`config.mk`:
```
export PLATFORM = sky130hd
export DESIGN_NAME = rcr_regs
export DESIGN_NICKNAME = d
export VERILOG_FILES = /design/src/include/rcr_pkg.sv /design/src/rtl/rcr_regs.sv /design/src/rtl/rcr_sync.sv
export SDC_FILE = /design/constraint.sdc
export NUM_CORES = 1
export LEC_CHECK = 0
export BUFFER_PORTS_ARGS = -buffer_cell sky130_fd_sc_hd__buf_2
export CAP_MARGIN = 20
export CORE_MARGIN = 2
export CORE_UTILIZATION = 51
export CTS_BUF_LIST = sky130_fd_sc_hd__clkbuf_16
export DETAILED_ROUTE_END_ITERATION = 6
export PLACE_DENSITY_LB_ADDON = 0.2
export RECOVER_POWER = 50
export SETUP_SLACK_MARGIN = 0.05
export SLEW_MARGIN = 20
export SYNTH_ARGS = -nofsm -noshare
export SYNTH_HDL_FRONTEND = slang
export SYNTH_SLANG_ARGS = --single-unit
```
`constraint.sdc`:
```
create_clock -name sys_clk -period 2.45 [get_ports sys_clk]
set_clock_uncertainty 0.15 [all_clocks]
set_input_delay 0.245 -clock sys_clk [delete_from_list [all_inputs] [get_ports sys_clk]]
set_output_delay 0.245 -clock sys_clk [all_outputs]
set_load 0.01 [all_outputs]
```
`src/include/rcr_pkg.sv`:
```
package rcr_pkg;

  // ----------------------------------------
  // Register offsets
  // ----------------------------------------
  localparam logic [7:0] SYNTH_INTEGER_OFS = 8'h00;
  localparam logic [7:0] SYNTH_FRACTION_HIGH_OFS = 8'h01;
  localparam logic [7:0] SYNTH_FRACTION_MID_OFS = 8'h02;
  localparam logic [7:0] SYNTH_FRACTION_LOW_OFS = 8'h03;
  localparam logic [7:0] CONTROL_OFS = 8'h04;
  localparam logic [7:0] GAIN_FILTER_TRIM_OFS = 8'h05;
  localparam logic [7:0] FRONT_GAIN_AND_TEST_OFS = 8'h06;
  localparam logic [7:0] SPARE_ONE_OFS = 8'h07;
  localparam logic [7:0] SPARE_TWO_OFS = 8'h08;
  localparam logic [7:0] LOWPASS_TRIM_OFS = 8'h09;
  localparam logic [7:0] SPARE_ZERO_OFS = 8'h10;
  localparam int REG_SLOTS = 10;

  // ----------------------------------------
  // Reset values and writable bits, indexed by offset
  // ----------------------------------------
  localparam logic [7:0] REG_RESET [0:9] = '{8'h56, 8'h1e, 8'h90, 8'h69, 8'h60, 8'h04, 8'h00, 8'h00, 8'h00, 8'h00};
  localparam logic [7:0] REG_WMASK [0:9] = '{8'hff, 8'hff, 8'hff, 8'hff, 8'hff, 8'hff, 8'hff, 8'h00, 8'h00, 8'h3f};

  // ----------------------------------------
  // Field positions
  // ----------------------------------------
  localparam int CLK_OUT_DIV_BIT = 7;
  localparam int FRAC_MODE_BIT = 4;
  localparam int REF_DIV_BIT = 7;
  localparam int PUMP_SEL_BIT = 6;
  localparam int LO_DIV_BIT = 5;
  localparam int GAIN_LOOP_OFF_BIT = 4;
  localparam int FEED_GUARD_OFF_BIT = 3;
  localparam int FRONT_OFF_BIT = 2;
  localparam int REAR_OFF_BIT = 1;
  localparam int SYNTH_OFF_BIT = 0;
  localparam int THRESH_LSB = 3;
  localparam int NUDGE_LSB = 1;
  localparam int BOOST_BIT = 0;
  localparam int CUTBACK_LSB = 4;
  localparam int CLK_BUF_OFF_BIT = 3;
  localparam int TEST_LSB = 0;
  localparam int TRIM_SRC_BIT = 5;

  // ----------------------------------------
  // Serial link and test select constants
  // ----------------------------------------
  localparam logic [4:0] DEV_ADDR_UPPER = 5'h18;
  localparam logic [7:0] RESERVED_BYTE = 8'h00;
  localparam logic [3:0] BITS_PER_BYTE = 4'h8;
  localparam logic [2:0] TEST_NORMAL = 3'h0;
  localparam logic [2:0] TEST_MAIN_DIV = 3'h1;
  localparam logic [2:0] TEST_REF_DIV = 3'h2;

  typedef enum logic [2:0] {ST_IDLE, ST_DEV, ST_PTR, ST_WDATA, ST_RDATA, ST_HOLD} rcr_state_t;

endpackage

```
`src/rtl/rcr_regs.sv`:
```
`timescale 1ns/100ps

// Operation
// - Acts only as a two-wire bus slave, fast mode up to 400 kbps.
// - Write address C2, C4 or C6 chosen by the two select pins.
// - Read address C3, C5 or C7: write address with direction bit set.
// - Every byte on the link is shifted most significant bit first.
// - Write: pointer byte, then data to successive registers, each byte acknowledged.
// - Read returns the zero reserved byte, then status; master ends with NACK.
// - Register 00: clock output divider bit 7, whole divider part bits 6-0, reset 56.
// - Clock output divider bit: 0 passes reference, 1 halves it.
// - Register 01 resets 1e; bit 4 fractional mode; bits 3-0 fraction top.
// - Registers 02 and 03 hold fraction bits 15-0, reset 90 and 69.
// - Register 04 resets 60; bit 7 selects reference division by two.
// - Pump current select bit: 0 low current, 1 high current.
// - Second LO divider bit: 0 divides by four, 1 by eight.
// - Shutdown bits of register 04: 0 keeps section on, 1 shuts it down.
// - Register 05 resets 04; five-bit gain loop threshold field.
// - Lowpass corner nudge: 10 nominal, 11 lower, 00 higher.
// - Backend gain boost, register 05 bit 0, adds gain when set.
// - Register 06 four-bit front gain cutback field, value in dB.
// - Clock buffer off bit: 0 keeps reference buffer running, 1 stops it.
// - Test select: 000 normal, 001 main divider out, 010 reference divider out.
// - Register 09 trim source: 0 factory trim, 1 serially written trim code.
// - Feed overcurrent flag set while the feed current limit engages.
// - Feed load present flag set while feed current exceeds sense threshold.
module rcr_regs (
  // Clock and reset
  input wire logic sys_clk,
  input wire logic rst_b,
  // Two-wire serial port, data is open drain
  input wire logic scl_in,
  input wire logic sda_in,
  output logic sda_out,
  output logic sda_oe,
  // Address select pins
  input wire logic addr_select_hi,
  input wire logic addr_select_lo,
  // Status from the analog sections
  input wire logic feed_overcurrent_in,
  input wire logic feed_load_in,
  input wire logic gain_loop_engaged_in,
  input wire logic pll_lock_in,
  // Reference clock and factory trim
  input wire logic ref_clk_in,
  input wire logic [4:0] factory_trim_code,
  // Synthesizer controls
  output logic clock_out_divider,
  output logic [6:0] divider_whole_part,
  output logic [19:0] divider_fraction_part,
  output logic fractional_mode,
  output logic reserved_synth_bit,
  output logic [1:0] reserved_pump_bits,
  output logic ref_divide_two,
  output logic pump_current_select,
  output logic second_lo_divider,
  // Section shutdowns
  output logic gain_loop_off,
  output logic feed_guard_off,
  output logic front_stage_off,
  output logic rear_stage_off,
  output logic synth_off,
  output logic clock_buffer_off,
  // Gain and filter trims
  output logic [4:0] gain_loop_threshold,
  output logic [1:0] lowpass_corner_nudge,
  output logic backend_gain_boost,
  output logic [3:0] front_gain_cutback,
  output logic lowpass_trim_source,
  output logic [4:0] lowpass_trim_code,
  output logic [4:0] lowpass_trim_applied,
  // Test and clock outputs
  output logic [2:0] test_select,
  output logic test_route_main,
  output logic test_route_ref,
  output logic buffered_clock_out
);

  // ----------------------------------------
  // Input synchronisation
  // ----------------------------------------
  logic [13:0] sync_w;
  logic scl_s;
  logic sda_s;
  logic sel_hi_s;
  logic sel_lo_s;
  logic ovc_s;
  logic load_s;
  logic agc_s;
  logic lock_s;
  logic ref_s;
  logic [4:0] factory_s;

  rcr_sync #(
    .WIDTH(14),
    .RESET_VALUE(14'h3000)
  ) u_sync (
    .sys_clk(sys_clk),
    .rst_b(rst_b),
    .async_in({scl_in, sda_in, addr_select_hi, addr_select_lo, feed_overcurrent_in, feed_load_in,
               gain_loop_engaged_in, pll_lock_in, ref_clk_in, factory_trim_code}),
    .sync_out(sync_w)
  );

  assign scl_s = sync_w[13];
  assign sda_s = sync_w[12];
  assign sel_hi_s = sync_w[11];
  assign sel_lo_s = sync_w[10];
  assign ovc_s = sync_w[9];
  assign load_s = sync_w[8];
  assign agc_s = sync_w[7];
  assign lock_s = sync_w[6];
  assign ref_s = sync_w[5];
  assign factory_s = sync_w[4:0];

  // ----------------------------------------
  // Bus condition detection
  // ----------------------------------------
  logic scl_prev_q;
  logic sda_prev_q;
  logic scl_rise_w;
  logic scl_fall_w;
  logic start_w;
  logic stop_w;

  always_ff @(posedge sys_clk or negedge rst_b)
  begin
    if (!rst_b)
    begin
      scl_prev_q <= 1'b1;
      sda_prev_q <= 1'b1;
    end
    else
    begin
      scl_prev_q <= scl_s;
      sda_prev_q <= sda_s;
    end
  end

  assign scl_rise_w = scl_s & ~scl_prev_q;
  assign scl_fall_w = ~scl_s & scl_prev_q;
  assign start_w = scl_s & scl_prev_q & sda_prev_q & ~sda_s;
  assign stop_w = scl_s & scl_prev_q & ~sda_prev_q & sda_s;

  // ----------------------------------------
  // Address match and read data
  // ----------------------------------------
  // Both select pins low gives no address, so the device stays silent then.
  logic addr_valid_w;
  logic [6:0] dev_addr_w;
  logic addr_hit_w;
  logic [7:0] status_byte_w;
  logic [7:0] rd_byte_w;
  rcr_pkg::rcr_state_t state_q;
  rcr_pkg::rcr_state_t state_d;
  logic [3:0] bit_cnt_q;
  logic [3:0] bit_cnt_d;
  logic ack_q;
  logic ack_d;
  logic [7:0] shift_q;
  logic [7:0] shift_d;
  logic [7:0] tx_q;
  logic [7:0] tx_d;
  logic [7:0] ptr_q;
  logic [7:0] ptr_d;
  logic [1:0] rd_idx_q;
  logic [1:0] rd_idx_d;
  logic rnw_q;
  logic rnw_d;
  logic nack_q;
  logic nack_d;
  logic sda_low_q;
  logic sda_low_d;
  logic wr_en_w;
  logic byte_end_w;
  logic [7:0] reg_q [0:9];

  assign addr_valid_w = sel_hi_s | sel_lo_s;
  assign dev_addr_w = {rcr_pkg::DEV_ADDR_UPPER, sel_hi_s, sel_lo_s};
  assign addr_hit_w = addr_valid_w & (shift_q[7:1] == dev_addr_w);
  assign status_byte_w = {4'h0, agc_s, ovc_s, load_s, lock_s};
  assign rd_byte_w = (rd_idx_q == 2'h1) ? status_byte_w : rcr_pkg::RESERVED_BYTE;
  assign byte_end_w = scl_fall_w & ~ack_q & (bit_cnt_q == rcr_pkg::BITS_PER_BYTE);

  // ----------------------------------------
  // Serial slave sequencer
  // ----------------------------------------
  // Bits are sampled on the synchronised clock rising edge; at 100 MHz a fast-mode
  // high phase of 600 ns gives ample margin for the two-stage delay.
  always_comb
  begin
    state_d = state_q;
    bit_cnt_d = bit_cnt_q;
    ack_d = ack_q;
    shift_d = shift_q;
    tx_d = tx_q;
    ptr_d = ptr_q;
    rd_idx_d = rd_idx_q;
    rnw_d = rnw_q;
    nack_d = nack_q;
    sda_low_d = sda_low_q;
    wr_en_w = 1'b0;
    if (stop_w)
    begin
      state_d = rcr_pkg::ST_IDLE;
      sda_low_d = 1'b0;
      ack_d = 1'b0;
    end
    else if (start_w)
    begin
      state_d = rcr_pkg::ST_DEV;
      bit_cnt_d = 4'h0;
      ack_d = 1'b0;
      sda_low_d = 1'b0;
    end
    else
    begin
      case (state_q)
        rcr_pkg::ST_DEV, rcr_pkg::ST_PTR, rcr_pkg::ST_WDATA:
        begin
          if (scl_rise_w && !ack_q && bit_cnt_q != rcr_pkg::BITS_PER_BYTE)
          begin
            shift_d = {shift_q[6:0], sda_s};
            bit_cnt_d = bit_cnt_q + 4'h1;
          end
          else if (byte_end_w)
          begin
            ack_d = 1'b1;
            sda_low_d = 1'b1;
            if (state_q == rcr_pkg::ST_DEV)
            begin
              rnw_d = shift_q[0];
              if (!addr_hit_w)
              begin
                state_d = rcr_pkg::ST_IDLE;
                ack_d = 1'b0;
                sda_low_d = 1'b0;
              end
            end
            else if (state_q == rcr_pkg::ST_PTR)
            begin
              ptr_d = shift_q;
            end
            else
            begin
              wr_en_w = 1'b1;
              ptr_d = ptr_q + 8'h01;
            end
          end
          else if (scl_fall_w && ack_q)
          begin
            ack_d = 1'b0;
            bit_cnt_d = 4'h0;
            sda_low_d = 1'b0;
            if (state_q == rcr_pkg::ST_DEV && rnw_q)
            begin
              state_d = rcr_pkg::ST_RDATA;
              tx_d = rcr_pkg::RESERVED_BYTE;
              sda_low_d = ~rcr_pkg::RESERVED_BYTE[7];
              rd_idx_d = 2'h1;
            end
            else if (state_q == rcr_pkg::ST_DEV)
            begin
              state_d = rcr_pkg::ST_PTR;
            end
            else
            begin
              state_d = rcr_pkg::ST_WDATA;
            end
          end
        end
        rcr_pkg::ST_RDATA:
        begin
          if (scl_rise_w && ack_q)
          begin
            nack_d = sda_s;
          end
          else if (scl_rise_w)
          begin
            bit_cnt_d = bit_cnt_q + 4'h1;
          end
          else if (byte_end_w)
          begin
            ack_d = 1'b1;
            sda_low_d = 1'b0;
          end
          else if (scl_fall_w && !ack_q)
          begin
            tx_d = {tx_q[6:0], 1'b0};
            sda_low_d = ~tx_q[6];
          end
          else if (scl_fall_w)
          begin
            ack_d = 1'b0;
            bit_cnt_d = 4'h0;
            if (nack_q)
            begin
              state_d = rcr_pkg::ST_HOLD;
              sda_low_d = 1'b0;
            end
            else
            begin
              tx_d = rd_byte_w;
              sda_low_d = ~rd_byte_w[7];
              if (rd_idx_q != 2'h2)
              begin
                rd_idx_d = rd_idx_q + 2'h1;
              end
            end
          end
        end
        default:
        begin
          state_d = state_q;
        end
      endcase
    end
  end

  always_ff @(posedge sys_clk or negedge rst_b)
  begin
    if (!rst_b)
    begin
      state_q <= rcr_pkg::ST_IDLE;
      bit_cnt_q <= 4'h0;
      ack_q <= 1'b0;
      shift_q <= 8'h00;
      tx_q <= 8'h00;
      ptr_q <= 8'h00;
      rd_idx_q <= 2'h0;
      rnw_q <= 1'b0;
      nack_q <= 1'b0;
      sda_low_q <= 1'b0;
    end
    else
    begin
      state_q <= state_d;
      bit_cnt_q <= bit_cnt_d;
      ack_q <= ack_d;
      shift_q <= shift_d;
      tx_q <= tx_d;
      ptr_q <= ptr_d;
      rd_idx_q <= rd_idx_d;
      rnw_q <= rnw_d;
      nack_q <= nack_d;
      sda_low_q <= sda_low_d;
    end
  end

  // The pin is open drain: the level driven is always low, only the enable moves.
  always_ff @(posedge sys_clk or negedge rst_b)
  begin
    if (!rst_b)
    begin
      sda_out <= 1'b0;
      sda_oe <= 1'b0;
    end
    else
    begin
      sda_out <= 1'b0;
      sda_oe <= sda_low_d;
    end
  end

  // ----------------------------------------
  // Register file
  // ----------------------------------------
  // Offsets outside storage, and spare slots with a zero write mask, take the
  // write and its acknowledge but change nothing.
  always_ff @(posedge sys_clk or negedge rst_b)
  begin
    if (!rst_b)
    begin
      for (int i = 0; i < rcr_pkg::REG_SLOTS; i++)
      begin
        reg_q[i] <= rcr_pkg::REG_RESET[i];
      end
    end
    else
    begin
      for (int i = 0; i < rcr_pkg::REG_SLOTS; i++)
      begin
        if (wr_en_w && ptr_q == 8'(i))
        begin
          reg_q[i] <= (reg_q[i] & ~rcr_pkg::REG_WMASK[i]) | (shift_q & rcr_pkg::REG_WMASK[i]);
        end
      end
    end
  end

  // ----------------------------------------
  // Field outputs
  // ----------------------------------------
  assign clock_out_divider = reg_q[0][rcr_pkg::CLK_OUT_DIV_BIT];
  assign divider_whole_part = reg_q[0][6:0];
  assign divider_fraction_part = {reg_q[1][3:0], reg_q[2], reg_q[3]};
  assign fractional_mode = reg_q[1][rcr_pkg::FRAC_MODE_BIT];
  assign reserved_synth_bit = reg_q[1][7];
  assign reserved_pump_bits = reg_q[1][6:5];
  assign ref_divide_two = reg_q[4][rcr_pkg::REF_DIV_BIT];
  assign pump_current_select = reg_q[4][rcr_pkg::PUMP_SEL_BIT];
  assign second_lo_divider = reg_q[4][rcr_pkg::LO_DIV_BIT];
  assign gain_loop_off = reg_q[4][rcr_pkg::GAIN_LOOP_OFF_BIT];
  assign feed_guard_off = reg_q[4][rcr_pkg::FEED_GUARD_OFF_BIT];
  assign front_stage_off = reg_q[4][rcr_pkg::FRONT_OFF_BIT];
  assign rear_stage_off = reg_q[4][rcr_pkg::REAR_OFF_BIT];
  assign synth_off = reg_q[4][rcr_pkg::SYNTH_OFF_BIT];
  assign gain_loop_threshold = reg_q[5][rcr_pkg::THRESH_LSB +: 5];
  assign lowpass_corner_nudge = reg_q[5][rcr_pkg::NUDGE_LSB +: 2];
  assign backend_gain_boost = reg_q[5][rcr_pkg::BOOST_BIT];
  assign front_gain_cutback = reg_q[6][rcr_pkg::CUTBACK_LSB +: 4];
  assign clock_buffer_off = reg_q[6][rcr_pkg::CLK_BUF_OFF_BIT];
  assign test_select = reg_q[6][rcr_pkg::TEST_LSB +: 3];
  assign lowpass_trim_source = reg_q[9][rcr_pkg::TRIM_SRC_BIT];
  assign lowpass_trim_code = reg_q[9][4:0];

  // ----------------------------------------
  // Derived controls and reference clock output
  // ----------------------------------------
  // The reference is resampled at 100 MHz, so its output edges carry up to one
  // system period of jitter; it suits slow references only.
  logic ref_prev_q;
  logic ref_half_q;
  logic ref_rise_w;
  logic clk_out_w;
  logic [4:0] trim_w;

  assign ref_rise_w = ref_s & ~ref_prev_q;
  assign clk_out_w = clock_buffer_off ? 1'b0 : (clock_out_divider ? ref_half_q : ref_s);
  assign trim_w = lowpass_trim_source ? lowpass_trim_code : factory_s;

  always_ff @(posedge sys_clk or negedge rst_b)
  begin
    if (!rst_b)
    begin
      ref_prev_q <= 1'b0;
      ref_half_q <= 1'b0;
      buffered_clock_out <= 1'b0;
      lowpass_trim_applied <= 5'h00;
      test_route_main <= 1'b0;
      test_route_ref <= 1'b0;
    end
    else
    begin
      ref_prev_q <= ref_s;
      ref_half_q <= ref_half_q ^ ref_rise_w;
      buffered_clock_out <= clk_out_w;
      lowpass_trim_applied <= trim_w;
      test_route_main <= (test_select == rcr_pkg::TEST_MAIN_DIV);
      test_route_ref <= (test_select == rcr_pkg::TEST_REF_DIV);
    end
  end

endmodule

```
`src/rtl/rcr_sync.sv`:
```
`timescale 1ns/100ps

// ----------------------------------------
// Two-stage synchroniser for asynchronous levels
// ----------------------------------------
// Idle-high pins reset to their idle level, so no false edge follows reset.
module rcr_sync #(
  parameter int WIDTH = 1,
  parameter logic [WIDTH-1:0] RESET_VALUE = '0
) (
  // Clock and reset
  input wire logic sys_clk,
  input wire logic rst_b,
  // Data
  input wire logic [WIDTH-1:0] async_in,
  output logic [WIDTH-1:0] sync_out
);

  logic [WIDTH-1:0] meta_q;

  always_ff @(posedge sys_clk or negedge rst_b)
  begin
    if (!rst_b)
    begin
      meta_q <= RESET_VALUE;
      sync_out <= RESET_VALUE;
    end
    else
    begin
      meta_q <= async_in;
      sync_out <= meta_q;
    end
  end

endmodule

```
==> results.cfg <==
[run_status]
run_status = complete, no violations

[power]
vdd_ir_drop_max_v = 0.000588
power_density_nw_per_um2 = 765
power_leakage_nw = 3.61

[floorplan]
design.portCount = 88
initial_core_util = 0.527
dieWidth_um = 110
design.die.area_um2 = 12200
num_rows = 38
fp.dieH_um = 110
floorplan.core_area_um2 = 10900

[routing]
routedWlPerCell_um = 17.9
first_pass_drt_iterations = 4
detail_route.drc_violations = 0
drt_wl_total_mm = 13.0
drtIter0Drc = 179
antenna_violating_nets_post_route = 0
via_count = 3962
route.detailed.vias_per_inst = 5.45

[setup_path]
path_max_fanout = 8
cp_cell_sequence = buf_4 -> ha_1 -> inv_1 -> o21ai_2 -> buf_4 -> nor4b_4 -> buf_4 -> nand2_2 -> mux2_2
arrival_ns = 2.53
reg2reg_setup_slack_ns = 0.06
start_kind = flip-flop
regToRegStartpoint = u_sync.sync_out[13]
timing_worst_setup_path_type = flip-flop to flip-flop
r2r_cells = 9
critPathMostFrequentCell = buf_4
required_ns = 2.60
worstSetupEndpointType = flip-flop
critical_path.slowest_cell = dfstp_2
reg2reg_to = gain_loop_threshold[2]
cp_slowest_stage_delay_ns = 0.53

[timing]
setup_viol = 0
rsz0062_at_grt = yes
fmax_mhz = 419
tcrit_tclk_final = 0.974
final-hold-violation-count = 0
period_minus_slack_ns = 2.39
timing.setup.tns_ns = 0
max-slew-margin-rel = 0.105
final-max-slew-violation-count = 0
worst_max_slew_pin_slew_ns = 1.34

[yosys]
synthesis.area_um2 = 5760
async_reset_ff_frac = 1.00
ys_warn_count = 0
synth-edff-count = 0
synth_top_cell_area_share = 0.499
synth_nets = 459
yosys-top-cells-area = dfrtp_1 50%, mux2_2 16%, dfstp_2 10%
synth.largest_area_cell = dfrtp_1
ys.flop_type = dfrtp_1
syn-mean-instance-area_um2 = 13.4
ff_latch_count_synth = 138
syn-instance-count = 431
yosys-top-cells-count = 115 x dfrtp_1, 83 x mux2_2, 23 x dfstp_2, 23 x nand2_1, 18 x nand3_1
yosysMostFrequentCell = dfrtp_1
netlist-cell-type-count = 55
seq_area_frac_synth = 0.604

[placement]
dp_hpwl_mm = 8.49
port_buffers = 86
routabilityCongestion = 0.967
post_dp_cell_area_um2 = 6550

[min_path]
whs_path_depth = 0
whs_endpoint = u_sync.sync_out[9]
hp-start = u_sync.meta_q[9]
hp-class = flip-flop to flip-flop

[clock_tree]
cts.root.buffer_cell = clkbuf_16
cts.htree.levels = 4
worst_setup_hold_path_clk_slew_ns = 0.06
insertion_delay_ns = 0.41
tritoncts_clock_tree = done
clk_path_buf_depth = 2
numClockSinks = 138
cts_made_buffers = 17

[global_route]
grtUsageTotal = 0.225
grt_pass1_vias = 4074
grt_start_max_net_pins = 53
overflow = 0
grt_antenna_before_repair = 0
global_route_wire_length_before_repair_mm = 20.4

[final_layout]
synthToLayoutAreaGrowth_pct = 27.7
design_area_um2 = 7360
diodes = 0
final_layout_size_suffix_gt1_frac = 0.482
nets = 602

[job]
max_cap_violations = 0
cell families after synthesis:
logic type	count (synthesis)	synth area share
AOI/OAI and AO/OA	59	0.0682
xor gates and xnor gates	3	0.00456
adders and majority gates	12	0.0261
buffers and inverters	31	0.0211
DFF	138	0.604
muxes	91	0.177
other	1	0.000651
and+or+nand+nor	96	0.0986
stage by stage:
stage / instances / power [W] / worst slack [ns] / hold slack (ns) / util
2_1_floorplan: 431 / 0.00289 / 0.0525 / -0.201 / -
3_3_place_gp: 672 / 0.00324 / 0.119 / 0.0630 / 0.599
3_5_place_dp: 672 / 0.00326 / 0.0250 / 0.0697 / 0.599
4_1_cts: 721 / 0.00565 / 0.0343 / 0.194 / 0.665
5_1_grt: 727 / 0.00584 / -0.0189 / 0.205 / 0.673
6_report: 727 / 0.00563 / 0.0626 / 0.193 / 0.673
worst max-delay path: cells and delay by family (launching register included):
kind	cells	cell delay [ns]
AO/OA/AOI/OAI	1	0.24
adder cells (fa/ha/maj)	1	0.18
buffers and inverters	4	0.58
flip-flops	1	0.53
multiplexers	1	0.37
AND/OR/NAND/NOR	2	0.23
flip-flops by register name (all words and copies together) (netlist names), 2 cells and up:
| name | cells |
|---|---|
| divider_fraction_part | 20 |
| u_sync.meta_q | 14 |
| u_sync.sync_out | 14 |
| ptr_q | 8 |
| shift_q | 8 |
| divider_whole_part | 7 |
| tx_q | 7 |
| gain_loop_threshold | 5 |
| lowpass_trim_applied | 5 |
| lowpass_trim_code | 5 |
| bit_cnt_q | 4 |
| front_gain_cutback | 4 |
| state_q | 3 |
| test_select | 3 |
| lowpass_corner_nudge | 2 |
| rd_idx_q | 2 |
| reserved_pump_bits | 2 |
layer usage:
metal | share of wire | GRT usage
met5 | 0 | 0
met4 | 0.0096 | 0.0750
met3 | 0.042 | 0.0611
met2 | 0.52 | 0.376
met1 | 0.43 | 0.284
placed cells by master (no fill, tap or decap), types with 4 or more instances in the layout:
cell and n:
nand2_2 7, dfrtp_1 115, mux2_2 82, mux2i_1 5
ha_1 11, nand3_1 18, dlygate4sd3_1 15, inv_1 15
clkinv_2 5, buf_2 84, nand2_1 22, and3_1 4
buf_4 35, o22ai_1 5, dfstp_2 23, o21ai_0 12
o211ai_1 5, nand2b_1 5, a21oi_1 12, clkbuf_16 17
nor2_1 11
repair_timing:
| action | in CTS | in global routing |
|---|---|---|
| hold endpoints to repair | 63 | 0 |
| setup endpoints to repair | 9 | 46 |
| hold buffers | 15 | 0 |
| resized for setup | 1 | 11 |
| buffers inserted | 2 | 6 |
| pin swaps | 2 | 3 |
layout make-up:
cell class / instances / area, µm²
fillers: 823 / 3580
flip-flops and latches: 138 / 3480
multi-input cells: 262 / 2210
repair buffers: 140 / 883
clock buffers: 17 / 425
well taps: 140 / 175
clock inverters: 15 / 125
inverters: 15 / 56.3
report_power, final:
group	total [W]	internal [W]	switching (W)
logic	0.000739	0.000288	0.000451
registers	0.00253	0.00240	0.000126
clock network	0.00236	0.00139	0.000971
total	0.00563	0.00408	0.00155
how the worst max path moves through the flow:
| stage | startpoint | to |
|---|---|---|
| detailed placement | u_sync.sync_out[13] | tx_q[1] |
| global route | u_sync.sync_out[13] | gain_loop_threshold[2] |
| finish | u_sync.sync_out[13] | gain_loop_threshold[2] |
| global placement | u_sync.sync_out[13] | tx_q[5] |
| floorplan | scl_prev_q | reserved_synth_bit |
| CTS | u_sync.sync_out[13] | tx_q[1] |
Power figures use the tool's default switching activity.
